$ cat src/core/status_flag_cfg.svh
// offsets, field positions, reset values and codes for the status flag block
`ifndef STATUS_FLAG_CFG_SVH
`define STATUS_FLAG_CFG_SVH

// ==========================================================================
// register byte offsets
`define OFF_STATUS      4'h0
`define OFF_CTRL        4'h4
`define OFF_EVENT       4'h8
`define OFF_WAKE        4'hC
`define ADDR_BITS       4

// ==========================================================================
// field positions
`define CTRL_UNDEF_LOAD 0
`define EVT_HALTED      0
`define EVT_PRIV_FAULT  1
`define EVT_IDLE_ARMED  2
`define WAKE_RELEASE    0
`define FLAG_BITS       6

// ==========================================================================
// reset values
`define FLAGS_RST       6'h00
`define CTRL_RST        1'b0
`define DATA_ZERO       32'h0000_0000

// ==========================================================================
// bus answers
`define RESP_OKAY       2'b00
`define RESP_DECERR     2'b11

`endif

$ cat src/core/status_flag_pkg.sv
// types shared by the status flag update block
package status_flag_pkg;

	// instruction classes as seen by the flag logic
	typedef enum logic [4:0] {
		CLS_NOFLAG     = 5'h00,
		CLS_MOVE_ACC   = 5'h01,
		CLS_ZEXT_HALF  = 5'h02,
		CLS_LOGIC      = 5'h03,
		CLS_ADD_SHIFT  = 5'h04,
		CLS_ASHIFT_ACC = 5'h05,
		CLS_LSHIFT     = 5'h06,
		CLS_ADD_IMM    = 5'h07,
		CLS_DIVIDE     = 5'h08,
		CLS_MODIFY_INC = 5'h09,
		CLS_MULTIPLY   = 5'h0A,
		CLS_TESTSET    = 5'h0B,
		CLS_QUAD_BYTE  = 5'h0C,
		CLS_VEC_ADDSUB = 5'h0D,
		CLS_VEC_MAC    = 5'h0E,
		CLS_NEGATE     = 5'h0F,
		CLS_IDLE       = 5'h10,
		CLS_SYSTEM_SYNC_INSTR      = 5'h11,
		CLS_CORE_SYNC_INSTR      = 5'h12
	} cls_t;

	// destination register kind
	typedef enum logic [1:0] {
		DST_DREG = 2'b00,
		DST_PREG = 2'b01,
		DST_ACC  = 2'b10,
		DST_HALF = 2'b11
	} dst_t;

	// per-flag action
	typedef enum logic [1:0] {
		ACT_KEEP  = 2'b00,
		ACT_LOAD  = 2'b01,
		ACT_CLEAR = 2'b10,
		ACT_UNDEF = 2'b11
	} act_t;

	// the six kept arithmetic status flags, cc in bit 0
	typedef struct packed {
		logic quotFlag;
		logic ovfMirror;
		logic carryMirror;
		logic negFlag;
		logic zeroFlag;
		logic condFlag;
	} flags_t;

	typedef struct packed {
		act_t quotFlag;
		act_t ovfMirror;
		act_t carryMirror;
		act_t negFlag;
		act_t zeroFlag;
		act_t condFlag;
	} actset_t;

	// one retiring instruction
	typedef struct packed {
		cls_t   cls;
		dst_t   dst;
		logic   userMode;
		flags_t result;
	} instr_t;

	// AXI4-Lite request and answer groups
	typedef struct packed {
		logic        awvalid;
		logic [31:0] awaddr;
		logic        wvalid;
		logic [31:0] wdata;
		logic [3:0]  wstrb;
		logic        bready;
		logic        arvalid;
		logic [31:0] araddr;
		logic        rready;
	} axi_req_t;

	typedef struct packed {
		logic        awready;
		logic        wready;
		logic        bvalid;
		logic [1:0]  bresp;
		logic        arready;
		logic        rvalid;
		logic [31:0] rdata;
		logic [1:0]  rresp;
	} axi_rsp_t;

endpackage

$ cat src/core/status_flag_update.sv
// status flag update logic with halt sequencing and an AXI4-Lite register slave
//
// Function
// - halt-and-wait in user mode is refused as a protected instruction
// - halt-and-wait halts only when system sync directly follows it
// - only cc, zero, negative, carry mirror, overflow mirror, quotient flags exist
// - jumps, calls, returns, loops, loads, stores, stack, plain moves keep flags
// - accumulator to data register move leaves zero, negative, overflow undefined
// - zero-extend half move loads zero, clears negative, carry and overflow
// - byte, sign-extend and bitwise ops load zero, negative; clear carry, overflow
// - add-with-shift to data register loads zero, negative, overflow; carry undefined
// - arithmetic shift to accumulator loads zero, negative; carry undefined
// - logical shift: pointer four undefined; data loads zero, negative, overflow undefined
// - add immediate to data register loads four flags; pointer adds keep all
// - divide steps load quotient flag; other four undefined
// - modify-increment: data register loads four flags, accumulator leaves four undefined
// - multiply and multiply-accumulate leave overflow undefined, others kept
// - test-and-set loads cc from its test, all others kept
// - quad byte operations leave zero, negative, carry, overflow undefined
// - vector add/subtract loads zero, carry, overflow; clears negative
// - vector multiply-accumulate loads overflow only
// - negate to data register loads zero, negative, overflow; carry undefined
// - register reads are not shielded from speculation; a read always acts
//
// Our own choices: the register offsets and the AXI4-Lite interface to the registers.
`include "status_flag_cfg.svh"

module status_flag_update (
	// clock and reset
	input  wire logic                      core_clk,
	input  wire logic                      arst_n,
	// retiring instruction
	input  wire logic                      instrValid,
	input  wire status_flag_pkg::instr_t   instr,
	// core state
	output      status_flag_pkg::flags_t   arithStatus,
	output      logic                      haltedOut,
	output      logic                      privFault,
	// register bus
	input  wire status_flag_pkg::axi_req_t axiReq,
	output      status_flag_pkg::axi_rsp_t axiRsp
);
	import status_flag_pkg::*;

	// ======================================================================
	// flag action decode
	function automatic actset_t classAct(input cls_t cls, input dst_t dst);
		actset_t a;
		a = '{ACT_KEEP, ACT_KEEP, ACT_KEEP, ACT_KEEP, ACT_KEEP, ACT_KEEP};
		case (cls)
			CLS_MOVE_ACC: begin
				a.zeroFlag  = ACT_UNDEF;
				a.negFlag   = ACT_UNDEF;
				a.ovfMirror = ACT_UNDEF;
			end
			CLS_ZEXT_HALF: begin
				a.zeroFlag    = ACT_LOAD;
				a.negFlag     = ACT_CLEAR;
				a.carryMirror = ACT_CLEAR;
				a.ovfMirror   = ACT_CLEAR;
			end
			CLS_LOGIC: begin
				a.zeroFlag    = ACT_LOAD;
				a.negFlag     = ACT_LOAD;
				a.carryMirror = ACT_CLEAR;
				a.ovfMirror   = ACT_CLEAR;
			end
			CLS_ADD_SHIFT: begin
				if (dst == DST_DREG) begin
					a.zeroFlag    = ACT_LOAD;
					a.negFlag     = ACT_LOAD;
					a.ovfMirror   = ACT_LOAD;
					a.carryMirror = ACT_UNDEF;
				end
			end
			CLS_ASHIFT_ACC: begin
				a.zeroFlag    = ACT_LOAD;
				a.negFlag     = ACT_LOAD;
				a.carryMirror = ACT_UNDEF;
			end
			CLS_LSHIFT: begin
				if (dst == DST_PREG) begin
					a.zeroFlag    = ACT_UNDEF;
					a.negFlag     = ACT_UNDEF;
					a.carryMirror = ACT_UNDEF;
					a.ovfMirror   = ACT_UNDEF;
				end else begin
					a.zeroFlag  = ACT_LOAD;
					a.negFlag   = ACT_LOAD;
					a.ovfMirror = ACT_UNDEF;
				end
			end
			CLS_ADD_IMM: begin
				if (dst == DST_DREG) begin
					a.zeroFlag    = ACT_LOAD;
					a.negFlag     = ACT_LOAD;
					a.carryMirror = ACT_LOAD;
					a.ovfMirror   = ACT_LOAD;
				end
			end
			CLS_DIVIDE: begin
				a.quotFlag    = ACT_LOAD;
				a.zeroFlag    = ACT_UNDEF;
				a.negFlag     = ACT_UNDEF;
				a.carryMirror = ACT_UNDEF;
				a.ovfMirror   = ACT_UNDEF;
			end
			CLS_MODIFY_INC: begin
				if (dst == DST_DREG) begin
					a.zeroFlag    = ACT_LOAD;
					a.negFlag     = ACT_LOAD;
					a.carryMirror = ACT_LOAD;
					a.ovfMirror   = ACT_LOAD;
				end else if (dst == DST_ACC) begin
					a.zeroFlag    = ACT_UNDEF;
					a.negFlag     = ACT_UNDEF;
					a.carryMirror = ACT_UNDEF;
					a.ovfMirror   = ACT_UNDEF;
				end
			end
			CLS_MULTIPLY: begin
				a.ovfMirror = ACT_UNDEF;
			end
			CLS_TESTSET: begin
				a.condFlag = ACT_LOAD;
			end
			CLS_QUAD_BYTE: begin
				a.zeroFlag    = ACT_UNDEF;
				a.negFlag     = ACT_UNDEF;
				a.carryMirror = ACT_UNDEF;
				a.ovfMirror   = ACT_UNDEF;
			end
			CLS_VEC_ADDSUB: begin
				a.zeroFlag    = ACT_LOAD;
				a.negFlag     = ACT_CLEAR;
				a.carryMirror = ACT_LOAD;
				a.ovfMirror   = ACT_LOAD;
			end
			CLS_VEC_MAC: begin
				a.ovfMirror = ACT_LOAD;
			end
			CLS_NEGATE: begin
				a.zeroFlag    = ACT_LOAD;
				a.negFlag     = ACT_LOAD;
				a.carryMirror = ACT_UNDEF;
				a.ovfMirror   = (dst == DST_DREG) ? ACT_LOAD : ACT_UNDEF;
			end
			default: begin
				a = '{ACT_KEEP, ACT_KEEP, ACT_KEEP, ACT_KEEP, ACT_KEEP, ACT_KEEP};
			end
		endcase
		return a;
	endfunction

	// one flag's next value; undefined takes the result or keeps, per control
	function automatic logic applyAct(input act_t act, input logic old, input logic res,
		input logic undefLoad);
		logic v;
		v = old;
		case (act)
			ACT_LOAD:  v = res;
			ACT_CLEAR: v = 1'b0;
			ACT_UNDEF: v = undefLoad ? res : old;
			default:   v = old;
		endcase
		return v;
	endfunction

	// ======================================================================
	// state
	flags_t              flags_q;
	flags_t              flags_d;
	logic                undefLoad_q;
	logic                idleArmed_q;
	logic                halted_q;
	logic                privFault_q;
	logic                faultSticky_q;
	logic                awHeld_q;
	logic                wHeld_q;
	logic [`ADDR_BITS-1:0] awAddr_q;
	logic [31:0]         wData_q;
	logic [3:0]          wStrb_q;
	logic                awready_q;
	logic                wready_q;
	logic                bvalid_q;
	logic [1:0]          bresp_q;
	logic                arready_q;
	logic                rvalid_q;
	logic [31:0]         rdata_q;
	logic [1:0]          rresp_q;

	logic                issue;
	logic                wrFire;
	logic                rdFire;
	logic                wrLow;
	logic [`ADDR_BITS-1:0] rdAddr;
	actset_t             act;

	// instructions retire only while running
	assign issue  = instrValid && !halted_q;
	assign wrFire = awHeld_q && wHeld_q && !bvalid_q;
	assign rdFire = axiReq.arvalid && arready_q;
	assign wrLow  = wStrb_q[0];
	assign rdAddr = axiReq.araddr[`ADDR_BITS-1:0];
	assign act    = classAct(instr.cls, instr.dst);

	// ======================================================================
	// flag update
	// six flags only, decoded per class
	always_comb begin
		flags_d = flags_q;
		if (wrFire && awAddr_q == `OFF_STATUS && wrLow) begin
			flags_d = flags_t'(wData_q[`FLAG_BITS-1:0]);
		end
		if (issue && !(instr.cls == CLS_IDLE && instr.userMode)) begin
			flags_d.condFlag    = applyAct(act.condFlag, flags_d.condFlag,
				instr.result.condFlag, undefLoad_q);
			flags_d.zeroFlag    = applyAct(act.zeroFlag, flags_d.zeroFlag,
				instr.result.zeroFlag, undefLoad_q);
			flags_d.negFlag     = applyAct(act.negFlag, flags_d.negFlag,
				instr.result.negFlag, undefLoad_q);
			flags_d.carryMirror = applyAct(act.carryMirror, flags_d.carryMirror,
				instr.result.carryMirror, undefLoad_q);
			flags_d.ovfMirror   = applyAct(act.ovfMirror, flags_d.ovfMirror,
				instr.result.ovfMirror, undefLoad_q);
			flags_d.quotFlag    = applyAct(act.quotFlag, flags_d.quotFlag,
				instr.result.quotFlag, undefLoad_q);
		end
	end

	always_ff @(posedge core_clk or negedge arst_n) begin
		if (!arst_n) begin
			flags_q <= flags_t'(`FLAGS_RST);
		end else begin
			flags_q <= flags_d;
		end
	end

	always_ff @(posedge core_clk or negedge arst_n) begin
		if (!arst_n) begin
			undefLoad_q <= `CTRL_RST;
		end else if (wrFire && awAddr_q == `OFF_CTRL && wrLow) begin
			undefLoad_q <= wData_q[`CTRL_UNDEF_LOAD];
		end
	end

	// ======================================================================
	// halt sequencing
	always_ff @(posedge core_clk or negedge arst_n) begin
		if (!arst_n) begin
			idleArmed_q <= 1'b0;
			halted_q    <= 1'b0;
		end else begin
			if (issue) begin
				// halt only if sync follows directly
				idleArmed_q <= instr.cls == CLS_IDLE && !instr.userMode;
				if (idleArmed_q && instr.cls == CLS_SYSTEM_SYNC_INSTR) begin
					halted_q <= 1'b1;
				end
			end else if (halted_q && wrFire && awAddr_q == `OFF_WAKE && wrLow
				&& wData_q[`WAKE_RELEASE]) begin
				halted_q <= 1'b0;
			end
		end
	end

	// user-mode idle is a protection fault
	always_ff @(posedge core_clk or negedge arst_n) begin
		if (!arst_n) begin
			privFault_q <= 1'b0;
		end else begin
			privFault_q <= issue && instr.cls == CLS_IDLE && instr.userMode;
		end
	end

	// event read clears the sticky bit; a set in the same cycle wins
	always_ff @(posedge core_clk or negedge arst_n) begin
		if (!arst_n) begin
			faultSticky_q <= 1'b0;
		end else if (issue && instr.cls == CLS_IDLE && instr.userMode) begin
			faultSticky_q <= 1'b1;
		end else if (rdFire && rdAddr == `OFF_EVENT) begin
			faultSticky_q <= 1'b0;
		end
	end

	// ======================================================================
	// AXI4-Lite write path
	always_ff @(posedge core_clk or negedge arst_n) begin
		if (!arst_n) begin
			awHeld_q  <= 1'b0;
			awready_q <= 1'b1;
			awAddr_q  <= '0;
		end else if (axiReq.awvalid && awready_q) begin
			awHeld_q  <= 1'b1;
			awready_q <= 1'b0;
			awAddr_q  <= axiReq.awaddr[`ADDR_BITS-1:0];
		end else if (wrFire) begin
			awHeld_q <= 1'b0;
		end else if (bvalid_q && axiReq.bready) begin
			awready_q <= 1'b1;
		end
	end

	always_ff @(posedge core_clk or negedge arst_n) begin
		if (!arst_n) begin
			wHeld_q  <= 1'b0;
			wready_q <= 1'b1;
			wData_q  <= `DATA_ZERO;
			wStrb_q  <= 4'h0;
		end else if (axiReq.wvalid && wready_q) begin
			wHeld_q  <= 1'b1;
			wready_q <= 1'b0;
			wData_q  <= axiReq.wdata;
			wStrb_q  <= axiReq.wstrb;
		end else if (wrFire) begin
			wHeld_q <= 1'b0;
		end else if (bvalid_q && axiReq.bready) begin
			wready_q <= 1'b1;
		end
	end

	always_ff @(posedge core_clk or negedge arst_n) begin
		if (!arst_n) begin
			bvalid_q <= 1'b0;
			bresp_q  <= `RESP_OKAY;
		end else if (wrFire) begin
			bvalid_q <= 1'b1;
			bresp_q  <= (awAddr_q == `OFF_STATUS || awAddr_q == `OFF_CTRL
				|| awAddr_q == `OFF_WAKE) ? `RESP_OKAY : `RESP_DECERR;
		end else if (bvalid_q && axiReq.bready) begin
			bvalid_q <= 1'b0;
		end
	end

	// ======================================================================
	// AXI4-Lite read path
	always_ff @(posedge core_clk or negedge arst_n) begin
		if (!arst_n) begin
			arready_q <= 1'b1;
			rvalid_q  <= 1'b0;
			rdata_q   <= `DATA_ZERO;
			rresp_q   <= `RESP_OKAY;
		end else if (rdFire) begin
			arready_q <= 1'b0;
			rvalid_q  <= 1'b1;
			rresp_q   <= `RESP_OKAY;
			rdata_q   <= `DATA_ZERO;
			case (rdAddr)
				`OFF_STATUS: rdata_q <= {26'h000_0000, flags_q};
				`OFF_CTRL:   rdata_q <= {31'h0000_0000, undefLoad_q};
				`OFF_EVENT:  rdata_q <= {29'h0000_0000, idleArmed_q, faultSticky_q,
					halted_q};
				`OFF_WAKE:   rdata_q <= `DATA_ZERO;
				default:     rresp_q <= `RESP_DECERR;
			endcase
		end else if (rvalid_q && axiReq.rready) begin
			rvalid_q  <= 1'b0;
			arready_q <= 1'b1;
		end
	end

	// ======================================================================
	// outputs
	assign arithStatus    = flags_q;
	assign haltedOut      = halted_q;
	assign privFault      = privFault_q;
	assign axiRsp.awready = awready_q;
	assign axiRsp.wready  = wready_q;
	assign axiRsp.bvalid  = bvalid_q;
	assign axiRsp.bresp   = bresp_q;
	assign axiRsp.arready = arready_q;
	assign axiRsp.rvalid  = rvalid_q;
	assign axiRsp.rdata   = rdata_q;
	assign axiRsp.rresp   = rresp_q;

endmodule
$ cat config.mk
export PLATFORM = sky130hd
export DESIGN_NAME = status_flag_update
export DESIGN_NICKNAME = d
export VERILOG_FILES = /design/src/core/status_flag_pkg.sv /design/src/core/status_flag_update.sv
export VERILOG_INCLUDE_DIRS = /design/src /design/src/core
export SDC_FILE = /design/constraint.sdc
export NUM_CORES = 1
export LEC_CHECK = 0
export BUFFER_PORTS_ARGS = -buffer_cell sky130_fd_sc_hd__clkbuf_2
export CORE_MARGIN = 3
export CORE_UTILIZATION = 30
export DETAILED_ROUTE_END_ITERATION = 8
export GPL_TIMING_DRIVEN = 0
export MAX_ROUTING_LAYER = met4
export SKIP_LAST_GASP = 1
export SYNTH_ARGS = -nofsm -noshare
export SYNTH_HDL_FRONTEND = slang
export SYNTH_SLANG_ARGS = --single-unit
$ cat constraint.sdc
create_clock -name core_clk -period 1.83 [get_ports core_clk]
set_clock_uncertainty 0.2 [all_clocks]
set_input_delay 0.366 -clock core_clk [delete_from_list [all_inputs] [get_ports core_clk]]
set_output_delay 0.366 -clock core_clk [all_outputs]
set_load 0.03 [all_outputs]
==> impl_metrics.csv <==
group,metric,value,unit
synth,syn_area_per_cell,10.1,µm²
floorplan,start_util,0.319,
cts,cts.sinks,37,
synth,synth_xor_area_frac,0.0105,
critical_path,cp-end-kind,"flip-flop",
pwr,seqPwrFrac,0.410,
floorplan,rows,31,
cts,root_buffer,"clkbuf_8",
sta,drv_slew,0,
sta,worst_pin_slew,897,ps
pwr,irDropWorstVdd,0.466,mV
finish,nets,449,
critical_path,cp-start-kind,"input pin",
synth,yosys_warnings,0,
finish,area_growth,27.9,%
global_routing,grt_pass1_wl,8970,µm
drt,vias,1946,
place,place_area,2880,µm²
cts,cts_buffers,5,
status,status,"finished, final reports clean",
pwr,p_sw,1.30,mW
critical_path,crit_chain,"clkbuf_2, nor4b_4, a32oi_1, nor2_1, a21oi_1, o221ai_2, mux2_4",
synth,synth_top_family_by_area,"compound AO/OA/AOI/OAI gates",
drt,via_per_inst,4.56,
global_routing,track_usage,0.132,
cts,clk_latency,280,ps
sta,setup_ws,25.5,ps
critical_path,cp_slowest_cell,"nor4b_4",
drt,drc,0,
place,place_ws,-266,ps
drt,drt-pass1-iter-count,4,
synth,ys_seq_elements,37,
cts,cts_max_path_buffers,2,
place,numPortBuffers,56,
sta,fin_crit_sh,0.986,
place,dp_hpwl,4520,µm
critical_path,cp.arrival,1780,ps
drt,initialDrtViolationCount,89,
pwr,pwr-share-comb,0.415,
finish,fin_util,0.408,
synth,synth_edf_count,0,
drt,drtAntennaViolNets,0,
critical_path,worstPathMaxFanout,5,
synth,synth_flop_cell,"dfrtp_1",
sta,final_hold_viol_count,0,
critical_path,cp_num_buf_inv,1,
place,place_inst,416,
floorplan,die_area,9020,µm²
floorplan,dieWidth,95.0,µm
pwr,switching_share,0.393,
finish,drive_above_1_share,0.433,
synth,async_flop_share,1.00,
drt,wl_per_cell,13.2,µm
synth,syn_area,2370,µm²
sta,setup-violations-final,0,
sta,grt_setup_unrepaired,"yes",
cts,cts_tree,"done",
drt,drt_wl_total,5640,µm
flow_run,maxCapViolCount,0,
global_routing,overflow,0,
synth,yosys.area_share.adder,0,
floorplan,core-area,7450,µm²
global_routing,grt_pass1_vias,1848,
synth,synthCells,236,
critical_path,crit_family,"simple AND/OR/NAND/NOR gates",
hold_path,hold_path.class,"in2async",
cts,cts_hold_buf,0,
critical_path,worstSetupPathType,"in2reg",
cts,clk_pin_slew,70,ps
floorplan,io_pins,171,
finish,fin_cells,427,
sta,period_minus_slack,1800,ps
sta,fmax,0.554,GHz
pwr,pwr-share-clk,0.175,
pwr,p_leak,1.49,nW
synth,synth_compound_area_frac,0.166,
sta,slew_headroom,0.402,
critical_path,required,1800,ps
pwr,p_int,2.01,mW
global_routing,grt_max_degree,38,
floorplan,fp.dieH,95.0,µm
synth,synth.area.mux_share,0.114,
pwr,powerDensity,1090,nW/µm²
synth,synth_simple_gate_area_frac,0.164,
synth,ys_seq_area_frac,0.392,
global_routing,antenna_found_initial,0,
sta,fin_hold_ws,2.34,ps
synth,yosysUniqueCellTypes,61,
cts,h-tree-depth,2,
finish,design_area,3040,µm²
finish,antenna_cells,0,
critical_path,cpPeakStageDelay,360,ps
place,routabilityCongestion,0.847,
[final cells by class]
cell class,instances,area [µm²]
fill,784,4410
multi-input combinational,173,1220
sequential,37,930
clock buffer,8,90.1
buffer,43,335
inverter,8,30.0
tap,99,124
timing repair buffer,59,303
[layout by cell type, fill, tap and decap left out, drive strengths merged, types with 5 or more instances in the layout]
| master | n |
|---|---|
| inv | 8 |
| mux2 | 13 |
| nand2 | 19 |
| a22o | 5 |
| mux2i | 12 |
| nand2b | 5 |
| nor2 | 18 |
| o21ai | 14 |
| conb | 26 |
| and3 | 5 |
| nor3 | 5 |
| clkbuf | 66 |
| buf | 44 |
| dfrtp | 34 |
[final timing paths]
path | startpoint | endpoint | slack, ps | depth (start not counted)
hold / removal | arst_n | awAddr_q[1]$_DFFE_PN0P_ | 2 | 1
min in group core_clk | axiReq[71] | wready_q$_DFFE_PN1P_ | 40 | 2
max in group asynchronous | arst_n | bvalid_q$_DFFE_PN0P_ | 870 | 1
setup / recovery | instr[7] | arithStatus[1]$_DFF_PN0_ | 30 | 7
setup reg to reg | haltedOut$_DFFE_PN0P_ | arithStatus[1]$_DFF_PN0_ | 70 | 4
hold reg to reg | rdata_q[1]$_DFFE_PN0P_ | rdata_q[1]$_DFFE_PN0P_ | 280 | 2
[metrics by stage]
step           power, mW  TNS [ps]
6_report            3.31         0
5_1_grt             3.53     -45.0
4_1_cts             3.32     -21.2
3_5_place_dp        2.71      -763
3_3_place_gp        2.68      -785
2_1_floorplan       2.33         0
[state kept, by name (all words and copies together), names as in the netlist, 4 cells and up]
register / flops
arithStatus: 6
awAddr_q: 4
rdata_q: 6
wData_q: 6
[per-layer routing]
metal | vias up | global-route usage | part of all wire
li1 | 966 | - | -
met1 | 897 | 0.183 | 0.47
met2 | 78 | 0.190 | 0.43
met3 | 5 | 0.0375 | 0.091
met4 | 0 | 0.0325 | 0.0078
met5 | - | - | 0
[repair_timing]
item | 4_1_cts | 5_1_grt
setup buffers | 2 | 1
endpoints found under the setup margin | 3 | 4
gates resized for setup | 2 | 6
pin swaps | 1 | 0
cloned | 0 | 0
[cell families after synthesis]
family	count (synthesis)
xor gates and xnor gates	2
other	1
DFF	37
and+or+nand+nor	69
buffers and inverters	51
muxes	25
AOI/OAI and AO/OA	51
[power by group through the flow]
stage	Sequential (mW)	Combinational [mW]	Clock, mW
after floorplan	1.49	0.838	0
after global placement	1.37	1.32	0
after detailed placement	1.38	1.34	0
after CTS	1.37	1.35	0.599
after global routing	1.40	1.49	0.638
final	1.36	1.37	0.579
[cells in the mapped netlist, drive strengths merged (2+ instances only)]
master  instances  area share
o31ai           2      0.0063
nand3b          2      0.0063
nand4           4       0.013
nor2b           2      0.0053
mux2           13       0.063
mux2i          12       0.051
o21ai          14       0.030
dfstp           3       0.033
clkbuf          2      0.0032
a21oi           4       0.010
a21o            2      0.0063
a22o            5       0.018
nor2           18       0.030
a31oi           4       0.011
a32oi           2      0.0074
nand2b          5       0.013
nor3            5       0.013
dfrtp          34        0.36
a211oi          2      0.0084
o211ai          2      0.0084
and3            5       0.013
buf            41        0.14
nand2          19       0.030
nor4b           2       0.016
inv             8       0.013
Note: power is estimated with default switching activity, not from simulation.
